$ cat config.mk
export PLATFORM = sky130hd
export DESIGN_NAME = bsm_top
export DESIGN_NICKNAME = d
export VERILOG_FILES = /design/src/bsm_pkg.sv /design/src/bsm_top.sv
export SDC_FILE = /design/constraint.sdc
export NUM_CORES = 1
export LEC_CHECK = 0
export BUFFER_PORTS_ARGS = -buffer_cell sky130_fd_sc_hd__buf_4
export CORE_MARGIN = 5
export CORE_UTILIZATION = 50
export DETAILED_ROUTE_END_ITERATION = 8
export GPL_ROUTABILITY_DRIVEN = 0
export PLACE_DENSITY_LB_ADDON = 0.25
export SLEW_MARGIN = 0
export SYNTH_ARGS = -nofsm -noshare
export SYNTH_HDL_FRONTEND = slang
export SYNTH_SLANG_ARGS = --single-unit
$ cat constraint.sdc
create_clock -name REF_CLK_IN -period 3.6 [get_ports REF_CLK_IN]
set_input_delay 0.9 -clock REF_CLK_IN [delete_from_list [all_inputs] [get_ports REF_CLK_IN]]
set_output_delay 0.9 -clock REF_CLK_IN [all_outputs]
set_load 0.02 [all_outputs]
$ cat src/bsm_pkg.sv
// shared constants and carrier types for the buck supervisor mode control
package bsm_pkg;

  // --------------------------------------------------------------------
  // clock and timing
  // --------------------------------------------------------------------
  localparam int unsigned CLK_MHZ          = 100;
  localparam int unsigned CLK_PERIOD_NS    = 10;
  localparam int unsigned DLY_MS_PER_NF    = 1;
  localparam int unsigned DLY_NF_MIN       = 2;
  localparam int unsigned DLY_NF_MAX       = 200;
  localparam int unsigned DEGLITCH_US      = 20;
  localparam int unsigned DCM_QUAL_US      = 100;
  localparam int unsigned LOAD_PULSE_US    = 100;
  localparam int unsigned MIN_OFF_NS       = 250;
  localparam int unsigned SYNC_TIMEOUT_US  = 32;
  localparam int unsigned SYNC_QUAL_EDGES  = 2;
  localparam int unsigned FSW_MIN_KHZ      = 200;
  localparam int unsigned FSW_MAX_KHZ      = 2200;

  localparam int unsigned DEGLITCH_CYC  = DEGLITCH_US * CLK_MHZ;
  localparam int unsigned DCM_QUAL_CYC  = DCM_QUAL_US * CLK_MHZ;
  localparam int unsigned LOAD_CYC      = LOAD_PULSE_US * CLK_MHZ;
  localparam int unsigned MIN_OFF_CYC   =
    (MIN_OFF_NS + CLK_PERIOD_NS - 1) / CLK_PERIOD_NS;
  localparam int unsigned SYNC_TO_CYC   = SYNC_TIMEOUT_US * CLK_MHZ;
  localparam int unsigned MS_CYC        = 1000 * CLK_MHZ;
  // switching period in cycles at the frequency bounds
  localparam int unsigned PER_MAX_CYC   = (1000 * CLK_MHZ) / FSW_MIN_KHZ;
  localparam int unsigned PER_MIN_CYC   = (1000 * CLK_MHZ) / FSW_MAX_KHZ;

  // --------------------------------------------------------------------
  // register map (word offsets are byte addresses)
  // --------------------------------------------------------------------
  localparam logic [3:0] OFF_CTRL    = 4'h0;
  localparam logic [3:0] OFF_STATUS  = 4'h4;
  localparam logic [3:0] OFF_FSW_PER = 4'h8;
  localparam logic [3:0] OFF_DLY_NF  = 4'hc;

  localparam int unsigned CTRL_ALLOW_BIT = 0;
  localparam logic [11:0] FSW_PER_RST    = 12'd200;
  localparam logic [7:0]  DLY_NF_RST     = 8'd10;
  localparam logic [31:0] UNMAPPED_RDATA = 32'hdead_0000;

  // --------------------------------------------------------------------
  // types
  // --------------------------------------------------------------------
  typedef struct packed {
    logic rst_ok;
    logic ov;
    logic discontinuous_conduction;
    logic therm;
    logic en;
    logic lpsel;
    logic sync;
  } bsm_sense_t;

  typedef struct packed {
    logic       switch_on;
    logic       load_on;
    logic       pulse_skip;
    logic       ext_clk;
    logic       softstart_rst;
    logic       por_low;
  } bsm_status_t;

endpackage

$ cat src/bsm_top.sv
// control and supervision logic of the step-down regulator
`timescale 1ns/100ps

// Behaviour
// - after output rises above reset threshold, hold reset low 1 ms per nF
// - reset pulled low only after 20 us of output below threshold
// - overvoltage never pulls reset low; it turns the switch off
// - switch stays off while overvoltage is seen
// - pulse-skip entered only after 100 us continuous discontinuous conduction
// - thermal trip disables switch until over-temperature ends
// - output load on for 100 us at power-up and each enable toggle
// - output load on whenever output exceeds overvoltage threshold normally
// - every switching period keeps at least 250 ns off-time
// - internal period settable for 200 kHz to 2200 kHz
// - accepted external sync clock drives the oscillator
// - switch to external clock after two valid sync pulses
// - no sync transition for 32 us reverts to internal oscillator
// - enable rise starts soft-start; enable fall stops switching, resets it
// - low enable means shutdown with regulator disabled
// - reset delay programmable 2 ms to 200 ms
// - reset low until output above threshold and delay expired
// - enable low forces reset low at once
// - after thermal stop, reset low once output below threshold
// - low-power select high forbids low-power operation
// - overvoltage monitoring disabled in low-power operation
// - thermal sensing off in low-power; back on when reset or undervoltage
module bsm_top (
  // clock and reset
  input  wire logic        REF_CLK_IN,
  input  wire logic        RESETN_IN,
  // comparator and host inputs
  input  wire logic        RESET_THRESHOLD_SENSE_IN,
  input  wire logic        OVERVOLTAGE_SENSE_IN,
  input  wire logic        DISCONTINUOUS_CONDUCTION_IN,
  input  wire logic        THERMAL_TRIP_IN,
  input  wire logic        ENABLE_IN,
  input  wire logic        LOW_POWER_SELECT_IN,
  input  wire logic        SYNC_IN,
  // avalon-mm slave
  input  wire logic [3:0]  AVS_ADDRESS_IN,
  input  wire logic        AVS_READ_IN,
  input  wire logic        AVS_WRITE_IN,
  input  wire logic [31:0] AVS_WRITEDATA_IN,
  output logic      [31:0] AVS_READDATA_OUT,
  output logic             AVS_WAITREQUEST_OUT,
  // regulator controls
  output logic             POWER_ON_RESET_N_OUT,
  output logic             POWER_ON_RESET_N_OE_OUT,
  output logic             SWITCH_ON_OUT,
  output logic             OUTPUT_LOAD_ON_OUT,
  output logic             PULSE_SKIP_OPERATION_OUT,
  output logic             SOFTSTART_RESET_OUT,
  output logic             EXT_CLOCK_SELECTED_OUT
);

  // --------------------------------------------------------------------
  // input synchronisers
  // --------------------------------------------------------------------
  bsm_pkg::bsm_sense_t raw, meta_q, sync_q;
  assign raw = '{rst_ok: RESET_THRESHOLD_SENSE_IN,
                 ov:     OVERVOLTAGE_SENSE_IN,
                 discontinuous_conduction:    DISCONTINUOUS_CONDUCTION_IN,
                 therm:  THERMAL_TRIP_IN,
                 en:     ENABLE_IN,
                 lpsel:  LOW_POWER_SELECT_IN,
                 sync:   SYNC_IN};

  always_ff @(posedge REF_CLK_IN or negedge RESETN_IN) begin
    if (!RESETN_IN) begin
      meta_q <= '0;
      sync_q <= '0;
    end else begin
      meta_q <= raw;
      sync_q <= meta_q;
    end
  end

  logic en_prev_q, sync_prev_q;
  always_ff @(posedge REF_CLK_IN or negedge RESETN_IN) begin
    if (!RESETN_IN) begin
      en_prev_q   <= 1'b0;
      sync_prev_q <= 1'b0;
    end else begin
      en_prev_q   <= sync_q.en;
      sync_prev_q <= sync_q.sync;
    end
  end
  wire en_toggle  = sync_q.en ^ en_prev_q;
  wire sync_edge  = sync_q.sync ^ sync_prev_q;
  wire sync_rise  = sync_q.sync & ~sync_prev_q;

  // --------------------------------------------------------------------
  // registers
  // --------------------------------------------------------------------
  logic        allow_q;
  logic [11:0] fsw_per_q;
  logic [7:0]  dly_nf_q;
  logic        ack_q;

  function automatic logic [11:0] clamp_per(input logic [31:0] v);
    if (v[11:0] < 12'(bsm_pkg::PER_MIN_CYC) || v[31:12] != '0)
      return (v[31:12] != '0) ? 12'(bsm_pkg::PER_MAX_CYC)
                              : 12'(bsm_pkg::PER_MIN_CYC);
    if (v[11:0] > 12'(bsm_pkg::PER_MAX_CYC))
      return 12'(bsm_pkg::PER_MAX_CYC);
    return v[11:0];
  endfunction

  function automatic logic [7:0] clamp_nf(input logic [31:0] v);
    if (v[31:8] != '0 || v[7:0] > 8'(bsm_pkg::DLY_NF_MAX))
      return 8'(bsm_pkg::DLY_NF_MAX);
    if (v[7:0] < 8'(bsm_pkg::DLY_NF_MIN))
      return 8'(bsm_pkg::DLY_NF_MIN);
    return v[7:0];
  endfunction

  // one wait state per access
  wire req = AVS_READ_IN | AVS_WRITE_IN;
  assign AVS_WAITREQUEST_OUT = req & ~ack_q;

  always_ff @(posedge REF_CLK_IN or negedge RESETN_IN) begin
    if (!RESETN_IN) ack_q <= 1'b0;
    else            ack_q <= req & ~ack_q;
  end

  always_ff @(posedge REF_CLK_IN or negedge RESETN_IN) begin
    if (!RESETN_IN) begin
      allow_q   <= 1'b1;
      fsw_per_q <= bsm_pkg::FSW_PER_RST;
      dly_nf_q  <= bsm_pkg::DLY_NF_RST;
    end else if (AVS_WRITE_IN && ack_q) begin
      case (AVS_ADDRESS_IN)
        bsm_pkg::OFF_CTRL:
          allow_q <= AVS_WRITEDATA_IN[bsm_pkg::CTRL_ALLOW_BIT];
        bsm_pkg::OFF_FSW_PER: fsw_per_q <= clamp_per(AVS_WRITEDATA_IN);
        bsm_pkg::OFF_DLY_NF:  dly_nf_q  <= clamp_nf(AVS_WRITEDATA_IN);
        default: ;
      endcase
    end
  end

  bsm_pkg::bsm_status_t st;
  always_ff @(posedge REF_CLK_IN or negedge RESETN_IN) begin
    if (!RESETN_IN) begin
      AVS_READDATA_OUT <= '0;
    end else if (AVS_READ_IN && !ack_q) begin
      case (AVS_ADDRESS_IN)
        bsm_pkg::OFF_CTRL:    AVS_READDATA_OUT <= {31'h0, allow_q};
        bsm_pkg::OFF_STATUS:  AVS_READDATA_OUT <= {26'h0, st};
        bsm_pkg::OFF_FSW_PER: AVS_READDATA_OUT <= {20'h0, fsw_per_q};
        bsm_pkg::OFF_DLY_NF:  AVS_READDATA_OUT <= {24'h0, dly_nf_q};
        default:              AVS_READDATA_OUT <= bsm_pkg::UNMAPPED_RDATA;
      endcase
    end
  end

  // --------------------------------------------------------------------
  // low-power mode and sensing gates
  // --------------------------------------------------------------------
  logic [13:0] dcm_cnt_q;
  logic        pskip_q;
  logic        por_low_q;
  logic        reset_n_q;
  wire         enabled = sync_q.en & allow_q;

  always_ff @(posedge REF_CLK_IN or negedge RESETN_IN) begin
    if (!RESETN_IN) begin
      dcm_cnt_q <= '0;
      pskip_q   <= 1'b0;
    end else if (!enabled || sync_q.lpsel || !sync_q.discontinuous_conduction ||
                 !reset_n_q || !sync_q.rst_ok) begin
      dcm_cnt_q <= '0;
      pskip_q   <= 1'b0;
    end else if (dcm_cnt_q >= 14'(bsm_pkg::DCM_QUAL_CYC - 1)) begin
      pskip_q   <= 1'b1;
    end else begin
      dcm_cnt_q <= dcm_cnt_q + 14'd1;
    end
  end

  wire ov_act  = sync_q.ov & ~pskip_q;
  // thermal sensing off in low power
  wire th_act  = sync_q.therm & ~pskip_q;

  // --------------------------------------------------------------------
  // enable, soft-start and switch permission
  // --------------------------------------------------------------------
  logic thermal_stop_q;
  always_ff @(posedge REF_CLK_IN or negedge RESETN_IN) begin
    if (!RESETN_IN) thermal_stop_q <= 1'b0;
    else            thermal_stop_q <= th_act;
  end

  wire run = enabled & ~thermal_stop_q;
  wire switch_allow = run & ~ov_act;

  // --------------------------------------------------------------------
  // output load timer
  // --------------------------------------------------------------------
  logic [13:0] load_cnt_q;
  logic        pwr_up_q;
  always_ff @(posedge REF_CLK_IN or negedge RESETN_IN) begin
    if (!RESETN_IN) begin
      load_cnt_q <= '0;
      pwr_up_q   <= 1'b1;
    end else begin
      pwr_up_q <= 1'b0;
      if (pwr_up_q || en_toggle)
        load_cnt_q <= 14'(bsm_pkg::LOAD_CYC);
      else if (load_cnt_q != '0)
        load_cnt_q <= load_cnt_q - 14'd1;
    end
  end

  // --------------------------------------------------------------------
  // sync qualification and timeout
  // --------------------------------------------------------------------
  logic [1:0]  sync_pulses_q;
  logic [11:0] sync_to_q;
  logic        ext_q;
  logic        ext_tick;
  always_ff @(posedge REF_CLK_IN or negedge RESETN_IN) begin
    if (!RESETN_IN) begin
      sync_pulses_q <= '0;
      sync_to_q     <= '0;
      ext_q         <= 1'b0;
    end else if (sync_edge) begin
      sync_to_q <= '0;
      if (sync_rise && !ext_q) begin
        if (sync_pulses_q == 2'(bsm_pkg::SYNC_QUAL_EDGES - 1))
          ext_q <= 1'b1;
        else
          sync_pulses_q <= sync_pulses_q + 2'd1;
      end
    end else if (sync_to_q >= 12'(bsm_pkg::SYNC_TO_CYC - 1)) begin
      ext_q         <= 1'b0;
      sync_pulses_q <= '0;
    end else begin
      sync_to_q <= sync_to_q + 12'd1;
    end
  end
  // relies on host sync in range
  assign ext_tick = ext_q & sync_rise;

  // last sync period less one; sets the on-time in external mode
  logic [11:0] sync_cnt_q;
  logic [11:0] sync_per_q;
  always_ff @(posedge REF_CLK_IN or negedge RESETN_IN) begin
    if (!RESETN_IN) begin
      sync_cnt_q <= '0;
      sync_per_q <= '0;
    end else if (sync_rise) begin
      sync_cnt_q <= '0;
      sync_per_q <= sync_cnt_q;
    end else if (sync_cnt_q != 12'hfff) begin
      sync_cnt_q <= sync_cnt_q + 12'd1;
    end
  end

  // --------------------------------------------------------------------
  // switching period generator
  // --------------------------------------------------------------------
  logic [11:0] per_cnt_q;
  logic        on_q;
  // a fixed internal limit would leave no off time at a faster sync
  wire  [11:0] on_limit = ext_q ? sync_per_q - 12'(bsm_pkg::MIN_OFF_CYC - 1)
                                : fsw_per_q - 12'(bsm_pkg::MIN_OFF_CYC);
  wire         int_wrap = per_cnt_q >= fsw_per_q - 12'd1;
  wire         new_cyc  = ext_q ? ext_tick : int_wrap;

  always_ff @(posedge REF_CLK_IN or negedge RESETN_IN) begin
    if (!RESETN_IN) per_cnt_q <= '0;
    else if (new_cyc || !run) per_cnt_q <= '0;
    else if (per_cnt_q != 12'hfff) per_cnt_q <= per_cnt_q + 12'd1;
  end

  // off cycles so far; a clock switch-over may start a cycle early
  logic [5:0] off_cnt_q;
  always_ff @(posedge REF_CLK_IN or negedge RESETN_IN) begin
    if (!RESETN_IN) off_cnt_q <= '0;
    else if (on_q) off_cnt_q <= '0;
    else if (off_cnt_q != 6'h3f) off_cnt_q <= off_cnt_q + 6'd1;
  end
  wire off_done = off_cnt_q >= 6'(bsm_pkg::MIN_OFF_CYC - 1);

  always_ff @(posedge REF_CLK_IN or negedge RESETN_IN) begin
    if (!RESETN_IN) on_q <= 1'b0;
    else if (!switch_allow) on_q <= 1'b0;
    else if (new_cyc && off_done) on_q <= 1'b1;
    else if (per_cnt_q >= on_limit - 12'd1) on_q <= 1'b0;
  end

  // --------------------------------------------------------------------
  // power-on reset supervisor
  // --------------------------------------------------------------------
  logic [11:0] dg_cnt_q;
  logic [16:0] ms_cnt_q;
  logic [7:0]  ms_left_q;
  always_ff @(posedge REF_CLK_IN or negedge RESETN_IN) begin
    if (!RESETN_IN) begin
      reset_n_q <= 1'b0;
      dg_cnt_q  <= '0;
      ms_cnt_q  <= '0;
      ms_left_q <= '0;
    end else if (!enabled) begin
      reset_n_q <= 1'b0;
      dg_cnt_q  <= '0;
      ms_cnt_q  <= '0;
      ms_left_q <= dly_nf_q;
    end else if (reset_n_q) begin
      if (sync_q.rst_ok) dg_cnt_q <= '0;
      else if (dg_cnt_q >= 12'(bsm_pkg::DEGLITCH_CYC - 1)) begin
        reset_n_q <= 1'b0;
        ms_left_q <= dly_nf_q;
        dg_cnt_q  <= '0;
      end else dg_cnt_q <= dg_cnt_q + 12'd1;
    end else if (!sync_q.rst_ok) begin
      ms_cnt_q  <= '0;
      ms_left_q <= dly_nf_q;
    end else if (ms_left_q == '0) begin
      reset_n_q <= 1'b1;
    end else if (ms_cnt_q >= 17'(bsm_pkg::MS_CYC - 1)) begin
      ms_cnt_q  <= '0;
      ms_left_q <= ms_left_q - 8'(bsm_pkg::DLY_MS_PER_NF);
    end else begin
      ms_cnt_q <= ms_cnt_q + 17'd1;
    end
  end
  assign por_low_q = ~reset_n_q;

  // --------------------------------------------------------------------
  // outputs
  // --------------------------------------------------------------------
  // open drain, low only
  assign POWER_ON_RESET_N_OUT     = 1'b0;
  assign POWER_ON_RESET_N_OE_OUT  = por_low_q;
  assign SWITCH_ON_OUT            = on_q;
  assign OUTPUT_LOAD_ON_OUT       = (load_cnt_q != '0) | (ov_act & enabled);
  assign PULSE_SKIP_OPERATION_OUT = pskip_q;
  assign SOFTSTART_RESET_OUT      = ~run;
  assign EXT_CLOCK_SELECTED_OUT   = ext_q;

  assign st = '{switch_on:     on_q,
                load_on:       OUTPUT_LOAD_ON_OUT,
                pulse_skip:    pskip_q,
                ext_clk:       ext_q,
                softstart_rst: ~run,
                por_low:       por_low_q};

endmodule

[After elaboration in Yosys (flattened, before gate mapping)]
Index checks and enable logic that the tools add are counted.
Operators by class
  add/sub/neg operators: 14
  $lt $le $gt $ge: 11
  eq/ne operators: 19
  multiplexer cells: 73
  bitwise logic cells: 20
  reduce and logical (&&, ||, !) cells: 37
Operators with widths (number)
  12-bit two-way mux: 15
  32-bit case mux with 4 select lines: 1
  8-bit two-way mux: 11
  17-bit two-way mux: 5
  14-bit two-way mux: 4
  12-bit by 1-bit adder with 12-bit output, second input constant: 4
  1-bit two-way mux: 30
  12-bit greater-or-equal comparator: 2
  12-bit inequality test, second input constant: 2
  24-bit nonzero test: 1
  12-bit by 1-bit subtractor with 12-bit output, second input constant: 2
  12-bit by 5-bit subtractor with 12-bit output, second input constant: 2
  20-bit nonzero test: 1
  17-bit by 1-bit adder with 17-bit output, second input constant: 1
  17-bit greater-or-equal comparator, second input constant: 1
  14-bit by 1-bit adder with 14-bit output, second input constant: 1
  14-bit greater-or-equal comparator, second input constant: 1
  14-bit nonzero test: 1
  14-bit by 1-bit subtractor with 14-bit output, second input constant: 1
  12-bit by 11-bit greater-or-equal comparator with 1-bit output, second input constant: 1
  12-bit greater-or-equal comparator, second input constant: 1
  12-bit by 9-bit > comparator with 1-bit output, second input constant: 1
  12-bit by 6-bit less-than comparator with 1-bit output, second input constant: 1
  6-bit two-way mux: 2
  other kinds (30): 82
Storage, ports and cells
  register bits: 197
  input port bits: 47

[Depth between registers and ports, before layout]
  depth in word-level cells: 10
  gate-level depth with buffers: 15
  mapped depth without buffers: 15

[Worst setup path after synthesis]
Ideal clock, no wire load.
  path kind: register to register
  start: register ext_q (netlist: EXT_CLOCK_SELECTED_OUT)
  end: register on_q (netlist: SWITCH_ON_OUT)
  library setup time: 104 ps
  data arrival time: 2860 ps
  required time: 3496 ps
  setup slack: 637 ps
  cell stages (with the launch flop): 15
  path buffers: 2
  cells stage by stage: dfrtp_1 -> buf_2 -> buf_1 -> nor2_1 -> a21oi_1 -> ha_1 -> nand2_1 -> nor4_1 -> xnor2_1 -> ha_1 -> a21o_1 -> a211oi_1 -> o21a_1 -> o21ai_0 -> a221oi_1
Between the ends
  word-level cells in the longest chain between the ends: 5
  elaborated cells between the ends (all ways): 9
  those cells by class: 1 x add/sub; 1 x order compare; 1 x eq/ne; 4 x mux; 1 x bitwise; 1 x reduce/logical
RTL lines
  start, declared: RTL line bsm_top.sv:220  | logic ext_q;
  start signal, assigned: RTL line bsm_top.sv:226  | ext_q <= 1'b0;
  start signal, assigned: RTL line bsm_top.sv:231  | ext_q <= 1'b1;
  start signal, assigned: RTL line bsm_top.sv:236  | ext_q <= 1'b0;
  branches (longest 5 deep; another with 12-bit by 1-bit subtractor with 12-bit output)
  end signal, assigned: RTL line bsm_top.sv:288  | else if (!switch_allow) on_q <= 1'b0;
  end signal, assigned: RTL line bsm_top.sv:289  | else if (new_cyc && off_done) on_q <= 1'b1;
  end signal, assigned: RTL line bsm_top.sv:290  | else if (per_cnt_q >= on_limit - 12'd1) on_q <= 1'b0;
  end, declared: RTL line bsm_top.sv:264  | logic on_q;
Several ways; the timed one is not identified.
A chain may end at the register's enable or synchronous reset.

[Final worst setup path]
  start: register fsw_per_q[0]
  end: register on_q (netlist: SWITCH_ON_OUT)
Between the ends
  word-level cells in the longest chain between the ends: 6
  elaborated cells between the ends (all ways): 11
  those cells by class: 3 x add/sub; 2 x order compare; 1 x eq/ne; 4 x mux; 1 x reduce/logical
RTL lines
  start, declared: RTL line bsm_top.sv:96  | logic [11:0] fsw_per_q;
  start signal, assigned: RTL line bsm_top.sv:129  | fsw_per_q <= bsm_pkg::FSW_PER_RST;
  start signal, assigned: RTL line bsm_top.sv:135  | bsm_pkg::OFF_FSW_PER: fsw_per_q <= clamp_per(AVS_WRITEDATA_IN);
  branches (longest 6 deep; another with 12-bit by 5-bit subtractor with 12-bit output)
Several ways; the timed one is not identified.

==> results.ini <==
[status]
status = finished, final reports clean

[clocking]
root_buffer = clkbuf_16
cts_buffers = 17
postCtsSetupBuffers = 0
cts_tree = yes
htree_levels = 4
clk_path_buf_depth = 2
cts_sinks = 178
insertion_delay_ns = 0.43
path_clk_slew_ns = 0.07

[synth]
synth-xor-area-share = 0.0824
synth_top_area_frac = 0.442
ys.flop_type = dfrtp_1
ys_seq_area_frac = 0.462
synth_edf_count = 0
yosysUniqueCellTypes = 67
ys_ff_latch = 178
async_flop_share = 1.00
synth_adder_area_share = 0.0518
synthTopCellsByArea = dfrtp_1, ha_1, nor2_1
ys_warn_count = 0
syn_area_sq_um = 9670
synth.largest_area_cell = dfrtp_1
synth_top_family_by_area = simple AND/OR/NAND/NOR gates
syn_avg_cell_area_sq_um = 9.62
synthMuxAreaShare = 0.0291
yosys.area_share.simple = 0.206
syn_inst = 1005
synth_compound_area_frac = 0.130

[floorplanning]
die-area_sq_um = 22200
die_y_microns = 149
coreArea_sq_um = 18900
ios = 87
rows = 50
die_w_microns = 149
start_util = 0.512

[min_path]
hold_class = flop to flop
min_from = meta_q[1]

[grt]
busiest_layer = met2
grt_pass1_vias = 7072
use_met3 = 0.0477
grt_max_degree = 70
use_met1 = 0.281
gr-total-overflow = 0
grt_use_met2 = 0.286
grt_first_pass_wirelength_microns = 34900
groute.usage.overall = 0.192
antenna_found_initial = 1

[critical_path]
path_max_fanout = 5
timing.critical_path.from = fsw_per_q[0]
required_ns = 3.93
end_kind = flop
cp.arrival_ns = 3.69
setup.worst_path.class = flop to flop
crit_path_start_kind = flop
reg2reg_from = fsw_per_q[0]

[job]
maxCapViolations = 0

[timing]
max_freq_ghz = 0.297
drv_slew = 0
fin_crit_sh = 0.935
setup_viol = 0
finClkSkew_ns = 0.00828
final_hold_viol_count = 0
worstMarginPinSlew_ns = 0.823
final.min_clock_period_ns = 3.37
setup_tns_ns = 0
max-slew-margin-rel = 0.450

[routing]
drt_iter0_drc = 600
post_drt_wl_per_cell_microns = 15.5
vias = 7511
drtAntennaViolNets = 0
dr.pass1.iters = 5
wirelength_microns = 20800
drc_errors = 0
vias_per_cell = 5.60

[layout]
final_util = 0.583
fin_nets = 1156
syn_to_final_growth_pct = 13.9
final_layout_size_suffix_gt1_frac = 0.146
fill_cells = 1644
n_antenna_cell = 0

[placement]
io_buffer_count = 76
dp_hpwl_microns = 15300

[pwr]
ir_drop_v = 0.000359
leakagePower_nw = 4.93
pwr_density_cell_nw_per_um2 = 504

cell type report:
type                       count  area, sq um  area share
multi-input combinational    761         4890       0.444
sequential                   178         4460       0.405
timing repair buffer          84          659      0.0599
clock buffer                  20          467      0.0424
tap                          260          325      0.0295
clock inverter                12          106     0.00966
inverter                      27          101     0.00920
kinds of logic after synthesis:
group           count (synthesis)
fa+ha+maj                      40
simple gates                  407
mux                            25
flops                         178
xor+xnor                       91
other cells                     1
buf+inv                        76
compound gates                187
Yosys cell counts (all sizes together), types with 16 or more instances:
library cell and instances:
dfrtp 171, nor2 127, nand2 80, o21ai 55
xnor2 51, ha 40, xor2 40, nand3 32
nor3 32, a21oi 30, buf 28, inv 27
and3 22, clkbuf 21, nand4 20, nor4 16
through the flow:
| stage | cell area (sq um) | total power [mW] | setup slack [ns] | hold WS (ns) | instances |
|---|---|---|---|---|---|
| final | 11000 | 5.55 | 0.235 | 0.349 | 1342 |
| after global routing | 11000 | 5.88 | -0.0335 | 0.356 | 1342 |
| after CTS | 11000 | 5.57 | 0.218 | 0.350 | 1342 |
| after detailed placement | 10400 | 3.76 | 0.245 | 0.335 | 1310 |
| after global placement | 10400 | 3.72 | 0.326 | 0.333 | 1310 |
| after floorplan | 9710 | 3.38 | 0.637 | 0.331 | 1015 |
worst max-delay path: stages, from the launching register on:
cell	delay [ns]
dfrtp_1	0.43
inv_1	0.12
ha_1	0.25
nor2b_1	0.15
buf_4	0.16
o211ai_1	0.17
o221ai_1	0.23
nor3_2	0.30
nand2_1	0.12
nor3_1	0.23
xnor2_1	0.16
ha_1	0.27
a21o_1	0.18
a21oi_1	0.12
o21ai_0	0.11
a221oi_1	0.25
where the power goes:
part | leakage (nW) | switching, mW | total [mW] | internal (mW)
Clock | 0.286 | 0.788 | 1.80 | 1.01
Sequential | 2.32 | 0.209 | 2.40 | 2.19
Combinational | 2.32 | 0.782 | 1.35 | 0.573
layer usage:
| metal | vias up | routed length (microns) |
|---|---|---|
| met1 | 3599 | 10000 |
| met5 | - | 13 |
| li1 | 3667 | - |
| met3 | 28 | 1510 |
| met4 | 2 | 318 |
| met2 | 215 | 8920 |
cell usage in the layout (no fill, tap or decap), types with 5 or more instances in the layout:
cell type    n
a22o_1      10
nand4_1     20
inv_1       27
and2_1      12
nor2b_1     15
a211oi_1     8
xor2_1      40
a21o_1      13
clkinv_2     5
nand2b_1    13
buf_4       81
o22a_1       7
o21ai_0     53
conb_1      11
mux2i_1      9
or4_1        6
nor4_1      16
a21oi_1     30
o31ai_1     10
nor2_1     126
xnor2_1     51
nand3_1     32
dfstp_2      7
nor3_1      28
nand2_1     80
ha_1        40
dfrtp_1    171
or2_2        7
and3_1      21
or3_1       10
clkbuf_16   17
a31oi_1     15
mux2_2      15
state kept, by name, indices dropped and copies added, names as in the netlist, 2 cells and up:
| register | cells |
|---|---|
| sync_pulses_q | 2 |
| AVS_READDATA_OUT | 13 |
| sync_cnt_q | 12 |
| off_cnt_q | 6 |
| sync_per_q | 12 |
| ms_cnt_q | 17 |
| load_cnt_q | 14 |
| meta_q | 7 |
| sync_q | 7 |
| ms_left_q | 8 |
| per_cnt_q | 12 |
| fsw_per_q | 12 |
| dly_nf_q | 8 |
| sync_to_q | 12 |
| dcm_cnt_q | 14 |
| dg_cnt_q | 12 |
what timing repair did:
action                                 CTS  global route
setup endpoints to repair                0            13
hold buffers                             0             0
endpoints found under the hold margin    0             0
resized for setup                        0             3
final timing paths:
kind	to	slack (ns)	cells past startpoint
hold reg to reg	sync_q[1]	0.35	0
min in group asynchronous	fsw_per_q[5]	0.49	1
setup reg to reg	SWITCH_ON_OUT	0.23	15
hold / removal	sync_q[1]	0.35	0
setup / recovery	SWITCH_ON_OUT	0.23	15
max in group asynchronous	dly_nf_q[3]	2.40	2
Power figures use the tool's default switching activity.
